## src/rtl/wss_pkg.sv

```systemverilog
package wss_pkg;

  // clock and timing
  localparam int unsigned WSS_CLK_HZ = 125_000_000;
  localparam int unsigned WSS_BACKSTEP_HOLD_MS = 1500;
  localparam int unsigned WSS_HOLD_CYCLES =
    WSS_BACKSTEP_HOLD_MS * (WSS_CLK_HZ / 1000);
  localparam int unsigned WSS_EDIT_MSG_MS = 1000;
  localparam int unsigned WSS_MSG_CYCLES =
    WSS_EDIT_MSG_MS * (WSS_CLK_HZ / 1000);

  // schedule space
  localparam int unsigned WSS_SCHED_W = 7;
  localparam logic [6:0] WSS_SCHED_LAST = 7'h63;
  localparam int unsigned WSS_SKIP_N = 8;

  // register byte offsets
  localparam logic [4:0] WSS_OFS_CTRL = 5'h00;
  localparam logic [4:0] WSS_OFS_SEQ_TIME = 5'h04;
  localparam logic [4:0] WSS_OFS_PIN = 5'h08;
  localparam logic [4:0] WSS_OFS_SCHED_CFG = 5'h0c;
  localparam logic [4:0] WSS_OFS_STATUS = 5'h10;
  localparam logic [4:0] WSS_OFS_SCHED_SEL = 5'h14;

  // control register fields
  localparam int unsigned WSS_CTRL_EXT_SEL = 0;
  localparam int unsigned WSS_CTRL_LOCK_MAP = 1;
  localparam int unsigned WSS_CTRL_SKIP_MAP = 2;
  localparam int unsigned WSS_CTRL_W = 3;

  // sequence time fields: length low half, squeeze high half
  localparam int unsigned WSS_SEQ_LEN_LSB = 0;
  localparam int unsigned WSS_SEQ_SQZ_LSB = 16;

  // schedule config fields
  localparam int unsigned WSS_CFG_MODE_LSB = 0;
  localparam int unsigned WSS_CFG_CTR_LSB = 2;
  localparam int unsigned WSS_CFG_IDX_LSB = 8;

  // status fields
  localparam int unsigned WSS_STS_SEL_LSB = 0;
  localparam int unsigned WSS_STS_FIRST_LSB = 8;
  localparam int unsigned WSS_STS_FLASH = 16;
  localparam int unsigned WSS_STS_LOCKED = 17;
  localparam int unsigned WSS_STS_UNLOCKED = 18;
  localparam int unsigned WSS_STS_RUN = 19;
  localparam int unsigned WSS_STS_SKIP_LSB = 20;

  // reset values
  localparam logic [2:0] WSS_CTRL_RST = 3'h0;
  localparam logic [31:0] WSS_SEQ_TIME_RST = 32'h0004_0010;
  localparam logic [15:0] WSS_PIN_RST = 16'h0000;

  // schedule cycle modes
  localparam logic [1:0] WSS_MODE_NONREP = 2'h0;
  localparam logic [1:0] WSS_MODE_SUCC = 2'h1;
  localparam logic [1:0] WSS_MODE_CHAIN = 2'h2;

  typedef struct packed {
    logic [1:0] mode;
    logic [2:0] contactor;
  } wss_sched_t;

  typedef struct packed {
    logic menu_req;
    logic menu_exit;
    logic pin_valid;
    logic [15:0] pin_value;
    logic edit_req;
  } wss_pend_req_t;

  typedef enum logic [1:0] {
    WSS_SEQ_READY = 2'b01,
    WSS_SEQ_RUN = 2'b10
  } wss_seq_st_t;

  typedef enum logic [2:0] {
    WSS_UI_STATUS = 3'b001,
    WSS_UI_PIN = 3'b010,
    WSS_UI_MENU = 3'b100
  } wss_ui_st_t;

endpackage

```

## src/rtl/wss_sync.sv

```systemverilog
`timescale 1ns/1ps
`default_nettype none
module wss_sync #(
  parameter int unsigned W = 1
) (
  input wire logic ref_clk,
  input wire logic sys_rst,
  input wire logic [W-1:0] async_in,
  output logic [W-1:0] sync_out
);
  logic [W-1:0] meta_q;

  always_ff @(posedge ref_clk or posedge sys_rst) begin
    if (sys_rst) begin
      meta_q <= '0;
      sync_out <= '0;
    end else begin
      meta_q <= async_in;
      sync_out <= meta_q;
    end
  end
endmodule
`default_nettype wire

```

## src/rtl/wss_top.sv

```systemverilog
// Notes on behaviour
// - successive schedule runs full non-repeat sequence
// - after successive schedule, advance number, go ready
// - advanced number flashes, next initiation starts it
// - after non-repeat last schedule, back to first
// - external select starts and returns series there
// - momentary step-back selects previous schedule
// - step-back never passes first schedule of series
// - step-back held 1.5 s returns to first
// - skip only when inputs mapped to skip functions
// - closed skip input skips schedule, lights indicator
// - edit lock shows steady lock marker
// - locked menu request shows pin entry page
// - correct pin unlocks pendant edits
// - wrong pin allows menu viewing, rejects edits
// - barred edit blocked, edits-disabled message shown
// - lockout key acts only when mapped to lock
// - no-weld runs all steps without current
// - external mode takes number from select inputs
`timescale 1ns/1ps
`default_nettype none
module wss_top
  import wss_pkg::*;
#(
  parameter int unsigned HOLD_CYCLES = WSS_HOLD_CYCLES,
  parameter int unsigned MSG_CYCLES = WSS_MSG_CYCLES
) (
  input wire logic ref_clk,
  input wire logic sys_rst,
  input wire logic [4:0] avs_address,
  input wire logic avs_read,
  input wire logic avs_write,
  input wire logic [31:0] avs_writedata,
  input wire logic [3:0] avs_byteenable,
  output logic [31:0] avs_readdata,
  output logic avs_waitrequest,
  input wire logic initiate_input,
  input wire logic step_back_input,
  input wire logic lockout_key_input,
  input wire logic weld_enable_input,
  input wire logic [WSS_SKIP_N-1:0] contactor_skip_input,
  input wire logic [WSS_SCHED_W-1:0] schedule_select_inputs,
  input wire wss_pend_req_t pend_req,
  output logic weld_current_q,
  output logic seq_active_q,
  output logic [WSS_SCHED_W-1:0] sched_num_q,
  output logic sched_flash_q,
  output logic [WSS_SKIP_N-1:0] skip_led_q,
  output logic lock_indicator_q,
  output logic pin_page_q,
  output logic menu_open_q,
  output logic edit_accept_q,
  output logic edits_disabled_q
);

  function automatic logic [31:0] be_merge(input logic [31:0] old,
                                           input logic [31:0] wd,
                                           input logic [3:0] be);
    logic [31:0] r;
    r = old;
    for (int i = 0; i < 4; i++) begin
      if (be[i]) begin
        r[i*8 +: 8] = wd[i*8 +: 8];
      end
    end
    return r;
  endfunction

  // pins are asynchronous to ref_clk
  localparam int unsigned SW = 4 + WSS_SKIP_N + WSS_SCHED_W;
  logic [SW-1:0] pins_sync;
  wss_sync #(.W(SW)) u_sync (
    .ref_clk(ref_clk),
    .sys_rst(sys_rst),
    .async_in({initiate_input, step_back_input, lockout_key_input,
               weld_enable_input, contactor_skip_input,
               schedule_select_inputs}),
    .sync_out(pins_sync)
  );

  wire init_s = pins_sync[SW-1];
  wire back_s = pins_sync[SW-2];
  wire key_s = pins_sync[SW-3];
  wire weld_en_s = pins_sync[SW-4];
  wire [WSS_SKIP_N-1:0] skip_s = pins_sync[WSS_SCHED_W +: WSS_SKIP_N];
  wire [WSS_SCHED_W-1:0] ext_sel_s = pins_sync[WSS_SCHED_W-1:0];

  // register file
  logic [WSS_CTRL_W-1:0] ctrl_q;
  logic [31:0] seq_time_q;
  logic [15:0] pin_q;
  logic [WSS_SCHED_W-1:0] cfg_idx_q;
  wss_sched_t sched_mem [0:(1<<WSS_SCHED_W)-1];

  wire acc = avs_read | avs_write;
  wire wr_go = avs_write & ~avs_waitrequest;
  wire wr_ctrl = wr_go & (avs_address == WSS_OFS_CTRL);
  wire wr_seq = wr_go & (avs_address == WSS_OFS_SEQ_TIME);
  wire wr_pin = wr_go & (avs_address == WSS_OFS_PIN);
  wire wr_cfg = wr_go & (avs_address == WSS_OFS_SCHED_CFG);
  wire wr_sel = wr_go & (avs_address == WSS_OFS_SCHED_SEL);
  wire [31:0] wd_ctrl = be_merge({29'h0, ctrl_q}, avs_writedata,
                                 avs_byteenable);
  wire [31:0] wd_seq = be_merge(seq_time_q, avs_writedata, avs_byteenable);
  wire [31:0] wd_pin = be_merge({16'h0, pin_q}, avs_writedata,
                                avs_byteenable);

  wire ext_mode = ctrl_q[WSS_CTRL_EXT_SEL];
  wire [15:0] seq_len = seq_time_q[WSS_SEQ_LEN_LSB +: 16];
  wire [15:0] seq_sqz = seq_time_q[WSS_SEQ_SQZ_LSB +: 16];

  // lock decode
  wire locked = ctrl_q[WSS_CTRL_LOCK_MAP] & key_s;
  logic unlocked_q;
  wire can_edit = ~locked | unlocked_q;
  wire [WSS_SKIP_N-1:0] skip_act =
    ctrl_q[WSS_CTRL_SKIP_MAP] ? skip_s : '0;

  // stepper state
  wss_seq_st_t seq_st_q;
  logic [15:0] seq_cnt_q;
  logic [WSS_SCHED_W-1:0] first_q;
  logic init_prev_q;
  logic back_prev_q;
  logic back_timing_q;
  logic [27:0] back_cnt_q;

  wss_sched_t cur;
  assign cur = sched_mem[sched_num_q];
  wire in_ready = (seq_st_q == WSS_SEQ_READY);
  wire init_rise = init_s & ~init_prev_q;
  wire start = in_ready & init_rise;
  wire skipped = skip_act[cur.contactor];
  wire run_end = (seq_st_q == WSS_SEQ_RUN) &
                 ((seq_len == 16'h0) | (seq_cnt_q == seq_len - 16'h1));
  wire finish = (start & skipped) | run_end;
  // outputs follow the next state so the last programmed step is kept
  wire run_next = (start & ~skipped) |
                  ((seq_st_q == WSS_SEQ_RUN) & ~run_end);
  wire [15:0] cnt_next = in_ready ? 16'h0 : seq_cnt_q + 16'h1;
  wire is_succ = (cur.mode == WSS_MODE_SUCC);
  wire [WSS_SCHED_W-1:0] series_home = ext_mode ? ext_sel_s : first_q;
  wire [WSS_SCHED_W-1:0] sel_plus =
    (sched_num_q == WSS_SCHED_LAST) ? first_q : sched_num_q + 7'h1;
  wire [WSS_SCHED_W-1:0] sel_minus = sched_num_q - 7'h1;

  wire back_rise = back_s & ~back_prev_q;
  wire back_hold_hit = back_timing_q & back_s &
                       (back_cnt_q == 28'(HOLD_CYCLES - 1));
  wire back_short = back_timing_q & ~back_s;
  wire above_first = sched_num_q != first_q;

  always_ff @(posedge ref_clk or posedge sys_rst) begin
    if (sys_rst) begin
      init_prev_q <= 1'b0;
      back_prev_q <= 1'b0;
    end else begin
      init_prev_q <= init_s;
      back_prev_q <= back_s;
    end
  end

  always_ff @(posedge ref_clk or posedge sys_rst) begin
    if (sys_rst) begin
      seq_st_q <= WSS_SEQ_READY;
      seq_cnt_q <= 16'h0;
    end else begin
      unique case (seq_st_q)
        WSS_SEQ_READY: begin
          seq_cnt_q <= 16'h0;
          if (start & ~skipped) begin
            seq_st_q <= WSS_SEQ_RUN;
          end
        end
        WSS_SEQ_RUN: begin
          seq_cnt_q <= seq_cnt_q + 16'h1;
          if (run_end) begin
            seq_st_q <= WSS_SEQ_READY;
          end
        end
      endcase
    end
  end

  // back-step timer runs only while the switch stays closed
  always_ff @(posedge ref_clk or posedge sys_rst) begin
    if (sys_rst) begin
      back_timing_q <= 1'b0;
      back_cnt_q <= 28'h0;
    end else if (back_rise) begin
      back_timing_q <= 1'b1;
      back_cnt_q <= 28'h0;
    end else if (back_short | back_hold_hit) begin
      back_timing_q <= 1'b0;
    end else if (back_timing_q) begin
      back_cnt_q <= back_cnt_q + 28'h1;
    end
  end

  // selection: finish beats back-step, back-step beats software select
  always_ff @(posedge ref_clk or posedge sys_rst) begin
    if (sys_rst) begin
      sched_num_q <= 7'h0;
      first_q <= 7'h0;
      sched_flash_q <= 1'b0;
    end else if (finish) begin
      if (is_succ) begin
        sched_num_q <= sel_plus;
        sched_flash_q <= 1'b1;
      end else begin
        sched_num_q <= series_home;
        sched_flash_q <= 1'b0;
      end
    end else if (start) begin
      if (~sched_flash_q) begin
        first_q <= sched_num_q;
      end
    end else if (in_ready & back_hold_hit) begin
      sched_num_q <= first_q;
      sched_flash_q <= 1'b0;
    end else if (in_ready & back_short & above_first) begin
      sched_num_q <= sel_minus;
      sched_flash_q <= (sel_minus != first_q);
    end else if (in_ready & ~sched_flash_q & ext_mode) begin
      sched_num_q <= ext_sel_s;
      first_q <= ext_sel_s;
    end else if (in_ready & ~sched_flash_q & wr_sel) begin
      sched_num_q <= avs_writedata[WSS_SCHED_W-1:0];
      first_q <= avs_writedata[WSS_SCHED_W-1:0];
    end
  end

  // weld outputs
  always_ff @(posedge ref_clk or posedge sys_rst) begin
    if (sys_rst) begin
      weld_current_q <= 1'b0;
      seq_active_q <= 1'b0;
      skip_led_q <= '0;
    end else begin
      seq_active_q <= run_next;
      // no current without the enable input, steps still run
      weld_current_q <= run_next & (cnt_next >= seq_sqz) & weld_en_s;
      skip_led_q <= skip_act;
    end
  end

  // pendant front end
  wss_ui_st_t ui_st_q;
  logic [31:0] msg_cnt_q;

  always_ff @(posedge ref_clk or posedge sys_rst) begin
    if (sys_rst) begin
      ui_st_q <= WSS_UI_STATUS;
      unlocked_q <= 1'b0;
      edit_accept_q <= 1'b0;
    end else begin
      edit_accept_q <= 1'b0;
      if (~locked) begin
        unlocked_q <= 1'b0;
      end
      unique case (ui_st_q)
        WSS_UI_STATUS: begin
          if (pend_req.menu_req) begin
            ui_st_q <= (locked & ~unlocked_q) ? WSS_UI_PIN
                                              : WSS_UI_MENU;
          end
        end
        WSS_UI_PIN: begin
          if (pend_req.pin_valid) begin
            // wrong pin still opens the menu for viewing
            unlocked_q <= locked & (pend_req.pin_value == pin_q);
            ui_st_q <= WSS_UI_MENU;
          end
        end
        WSS_UI_MENU: begin
          if (pend_req.menu_exit) begin
            ui_st_q <= WSS_UI_STATUS;
            unlocked_q <= 1'b0;
          end else if (pend_req.edit_req) begin
            edit_accept_q <= can_edit;
          end
        end
        default: ui_st_q <= WSS_UI_STATUS;
      endcase
    end
  end

  wire edit_blocked = (ui_st_q == WSS_UI_MENU) & ~pend_req.menu_exit &
                      pend_req.edit_req & ~can_edit;

  always_ff @(posedge ref_clk or posedge sys_rst) begin
    if (sys_rst) begin
      msg_cnt_q <= 32'h0;
      edits_disabled_q <= 1'b0;
      lock_indicator_q <= 1'b0;
      pin_page_q <= 1'b0;
      menu_open_q <= 1'b0;
    end else begin
      if (edit_blocked) begin
        msg_cnt_q <= MSG_CYCLES;
      end else if (msg_cnt_q != 32'h0) begin
        msg_cnt_q <= msg_cnt_q - 32'h1;
      end
      edits_disabled_q <= edit_blocked | (msg_cnt_q > 32'h1);
      lock_indicator_q <= locked;
      pin_page_q <= (ui_st_q == WSS_UI_PIN);
      menu_open_q <= (ui_st_q == WSS_UI_MENU);
    end
  end

  // avalon slave: one wait state, then the access completes
  always_ff @(posedge ref_clk or posedge sys_rst) begin
    if (sys_rst) begin
      ctrl_q <= WSS_CTRL_RST;
      seq_time_q <= WSS_SEQ_TIME_RST;
      pin_q <= WSS_PIN_RST;
      cfg_idx_q <= 7'h0;
    end else begin
      if (wr_ctrl) begin
        ctrl_q <= wd_ctrl[WSS_CTRL_W-1:0];
      end
      if (wr_seq) begin
        seq_time_q <= wd_seq;
      end
      if (wr_pin) begin
        pin_q <= wd_pin[15:0];
      end
      if (wr_cfg) begin
        cfg_idx_q <= avs_writedata[WSS_CFG_IDX_LSB +: WSS_SCHED_W];
      end
    end
  end

  // schedule table has no reset; software loads it before use
  always_ff @(posedge ref_clk) begin
    if (wr_cfg) begin
      sched_mem[avs_writedata[WSS_CFG_IDX_LSB +: WSS_SCHED_W]] <=
        {avs_writedata[WSS_CFG_MODE_LSB +: 2],
         avs_writedata[WSS_CFG_CTR_LSB +: 3]};
    end
  end

  wss_sched_t cfg_rd;
  assign cfg_rd = sched_mem[cfg_idx_q];
  logic [31:0] rd_mux;
  always_comb begin
    rd_mux = 32'h0;
    unique case (avs_address)
      WSS_OFS_CTRL: rd_mux = {29'h0, ctrl_q};
      WSS_OFS_SEQ_TIME: rd_mux = seq_time_q;
      WSS_OFS_PIN: rd_mux = 32'h0;
      WSS_OFS_SCHED_CFG: rd_mux = {17'h0, cfg_idx_q, 3'h0,
                                   cfg_rd.contactor, cfg_rd.mode};
      WSS_OFS_STATUS: rd_mux = {4'h0, skip_act,
                                (seq_st_q == WSS_SEQ_RUN), unlocked_q,
                                locked, sched_flash_q, 1'b0, first_q,
                                1'b0, sched_num_q};
      WSS_OFS_SCHED_SEL: rd_mux = {25'h0, sched_num_q};
      default: rd_mux = 32'h0;
    endcase
  end

  always_ff @(posedge ref_clk or posedge sys_rst) begin
    if (sys_rst) begin
      avs_waitrequest <= 1'b1;
      avs_readdata <= 32'h0;
    end else begin
      avs_waitrequest <= ~(acc & avs_waitrequest);
      if (avs_read & avs_waitrequest) begin
        avs_readdata <= rd_mux;
      end
    end
  end

endmodule
`default_nettype wire

```

## config.mk

```make
export PLATFORM = sky130hd
export DESIGN_NAME = wss_top
export DESIGN_NICKNAME = d
export VERILOG_FILES = /design/src/rtl/wss_pkg.sv /design/src/rtl/wss_sync.sv /design/src/rtl/wss_top.sv
export SDC_FILE = /design/constraint.sdc
export NUM_CORES = 2
export LEC_CHECK = 0
export BUFFER_PORTS_ARGS = -buffer_cell sky130_fd_sc_hd__buf_2
export CAP_MARGIN = 20
export CORE_MARGIN = 2
export CORE_UTILIZATION = 58
export CTS_BUF_LIST = sky130_fd_sc_hd__clkbuf_4 sky130_fd_sc_hd__clkbuf_8 sky130_fd_sc_hd__clkbuf_16
export CTS_CLUSTER_DIAMETER = 120
export DETAILED_ROUTE_END_ITERATION = 10
export PLACE_DENSITY_LB_ADDON = 0.08
export SLEW_MARGIN = 30
export SYNTH_ARGS = -nofsm -noshare
export SYNTH_HDL_FRONTEND = slang
export SYNTH_SLANG_ARGS = --single-unit
```

## constraint.sdc

```tcl
create_clock -name ref_clk -period 8.4 [get_ports ref_clk]
set_input_delay 0.84 -clock ref_clk [delete_from_list [all_inputs] [get_ports ref_clk]]
set_output_delay 0.84 -clock ref_clk [all_outputs]
set_load 0.02 [all_outputs]
```

==> impl_results.md <==
- Tightest Pin Transition: 1.04 ns
- Hold Path Class: primary input to async pin
- Worst Path Max Fanout: 50
- DP Wirelength: 76900 µm
- Die height: 272 µm
- Post-synth EDFFs: 640
- Most frequent cells in the layout: 640 x edfxtp_1, 305 x mux4_2, 285 x nor2_1
- Predominant post-synthesis flop cell: edfxtp_1
- Period utilization: 63.4%
- Net Sw Frac: 32.0%
- Register area: 0.0253 mm²
- Final slew viol count: 0
- Post-Route WL: 117000 µm
- Most common cell after layout, fill and taps aside: edfxtp_1
- Critical Path End Type: flip-flop
- Core footprint: 0.0714 mm²
- Initial antenna violation count: 2
- Yosys top cell by area: edfxtp_1
- Met2 usage: 50.2%
- Leakage: 16.2 nW
- CTS tree: yes
- Vias: 26500
- CP arrival: 5.87 ns
- Yosys cell types: 72
- Post-Syn Instances: 2771
- Syn Area/Cell: 15.1 µm²
- R2R setup slack: 3.07 ns
- Max_cap viols: 0
- IR drop worst, VDD: 260 µV
- Total gr overflow: 0
- Clock power frac: 33.4%
- Met1 usage: 43.3%
- Post-DR wirelength/cell: 30.0 µm
- Clk sinks: 884
- Crit start category: flip-flop
- Max transition margin: 30.4%
- Mapped Nets: 2878
- Clk_lat worst skew: 0.65 ns
- Largest net degree at the start of global routing: 142
- Total CTS buffers: 92
- Synth top area share: 46.1%
- Initial core utilization: 58.5%
- Psw: 4.17 mW
- Layout cells sized above 1: 25.6%
- Async SR Flop Fraction: 27.6%
- Final setup vio count: 0
- P&R area growth vs syn: 11.7%
- Drt drc: 0
- Antenna viol nets, final: 0
- Met3 Use GR: 6.87%
- CP Data Required Time: 8.94 ns
- First-pass GRT wire length: 174000 µm
- Combinational power share: 27.1%
- Final Hold Viols: 0
- Final net count: 2997
- Synth top area cells: edfxtp_1 46%, mux4_2 16%, dfrtp_1 14%, nor2_1 2.6%, mux2_2 2.0%
- Setup TNS: 0 ns
- Area of the multi-input gates: 0.0155 mm²
- Root Buffer: clkbuf_16
- Internal: 8.87 mW
- Layout Utilization: 65.3%
- Worst reg2reg path startpoint: sched_num_q[0]$_DFFE_PP0P_
- Critical path class: flip-flop to flip-flop
- GRT Util Overall: 31.9%
- Post-layout minimum cycle time: 5.33 ns
- Number of global-route vias before repair: 26700
- Most used routing layer: met2
- CP Launch Point: sched_num_q[0]$_DFFE_PP0P_
- I/O pins: 140
- Post-cts sizing count: 0
- RSZ-0062 raised after global routing: no
- Post-CTS Setup Bufs: 0
- Clk_skew: 0.0243 ns
- GPL Wtd Cong: 0.956
- Die Wd: 272 µm
- Status: completed
- Tot Pwr: 13.0 mW
- Violation count after the first detailed-route iteration: 3394
- Synthesis-stage register bit count: 884
- Post-synthesis sequential area ratio: 60.7%
- Fmax: 0.188 GHz
- Clk buf depth: 3
- Fillers: 5044
- H-tree lvl count: 3
- Synthesized area: 0.0417 mm²
- First-pass DRT Iterations: 6
- Die ar.: 0.0741 mm²
- Vias per cell: 6.77
- Cts hold-fix bufs: 0
- P per Cell Area: 280 mW/mm²
- Port Buffer Count: 139
- Reg clk slew, reported paths: 0.07 ns
- Seq pwr share: 39.4%
- # rows: 98
- Yosys warns: 0
-- flip-flops by register name, indices dropped and copies added (netlist names), 7 cells and up --
signal	count
seq_cnt_q	16
sched_num_q	7
first_q	7
u_sync.sync_out	19
sched_mem	640
msg_cnt_q	32
cfg_idx_q	7
u_sync.meta_q	19
avs_readdata	32
back_cnt_q	28
seq_time_q	32
pin_q	16
skip_led_q	8
-- worst max-delay path, cell delays in order, from the launching register on --
cell,delay [ns]
dfrtp_4,0.98
buf_4,0.70
buf_4,0.49
mux2i_1,0.13
a211oi_1,0.26
nand3_1,0.14
nand4_1,0.16
a211oi_1,0.11
a31oi_1,0.63
mux2i_1,0.27
mux2i_1,0.10
mux2_2,0.34
a32oi_4,0.42
mux2_2,0.38
-- layer usage --
metal,routed length (µm),up-vias
li1,-,11000
met1,44100,13600
met2,55300,1598
met3,12200,302
met4,5810,2
met5,13,-
-- cell usage after synthesis (all sizes together), types with 7 or more instances --
cell type	n
a221oi	7
buf	61
xnor2	72
nor3	24
clkbuf	102
nor4	23
nand3	50
inv	46
a31oi	8
mux2	73
o21ai	47
or3	9
nor2b	16
nand4	31
nor2	287
dfrtp	239
o22ai	17
a21oi	57
a21o	10
or4	8
a22oi	31
xor2	51
edfxtp	640
o221ai	55
mux4	305
nand2	219
and3	24
nand2b	67
ha	23
and2	9
mux2i	81
-- path summary, 6_finish.rpt --
path / to / cells past startpoint
max in group asynchronous: cfg_idx_q[0]$_DFFE_PP0P_ / 3
max reg2reg: first_q[5]$_DFFE_PP0P_ / 13
max: first_q[5]$_DFFE_PP0P_ / 13
min in group ref_clk: u_sync.meta_q[3]$_DFF_PP0_ / 1
min: back_cnt_q[16]$_DFFE_PP0P_ / 2
min reg2reg: u_sync.sync_out[5]$_DFF_PP0_ / 0
-- layout make-up --
cell class,count,area share (%)
Sequential cell,884,54.4
Antenna cell,1,0.00537
Clock inverter,58,1.47
Clock buffer,112,5.48
Inverter,48,0.413
Tap cell,950,2.55
Multi-Input combinational cell,1676,33.3
Timing Repair Buffer,188,2.45
-- through the flow --
step / area (µm²) / hold slack [ns] / instances / worst slack, ns
final: 46600 / 0.279 / 3917 / 3.07
after global routing: 46600 / 0.274 / 3916 / 2.79
after global placement: 43300 / 0.335 / 3745 / 3.28
after floorplan: 41700 / 0.331 / 2771 / 0.867
after detailed placement: 43300 / 0.339 / 3745 / 3.17
after CTS: 46600 / 0.257 / 3915 / 3.15
-- power by group through the flow --
stage	logic (mW)	clock network, mW	registers [mW]
floorplan	2.41	0	5.06
global placement	3.41	0	5.22
detailed placement	3.46	0	5.23
CTS	3.48	4.40	5.14
global route	3.71	4.57	5.17
finish	3.54	4.36	5.14
-- cell families (layout without fill, tap and decap cells) --
logic type | after synthesis | count (layout) | share of synthesized area (%)
simple gates | 794 | 794 | 8.81
xor+xnor | 123 | 123 | 2.58
mux | 459 | 459 | 20.4
other cells | 0 | 1 | 0
buf+inv | 211 | 406 | 2.18
flops | 884 | 884 | 60.7
compound gates | 277 | 277 | 4.66
fa+ha+maj | 23 | 23 | 0.690
Note: power is estimated with default switching activity, not from simulation.
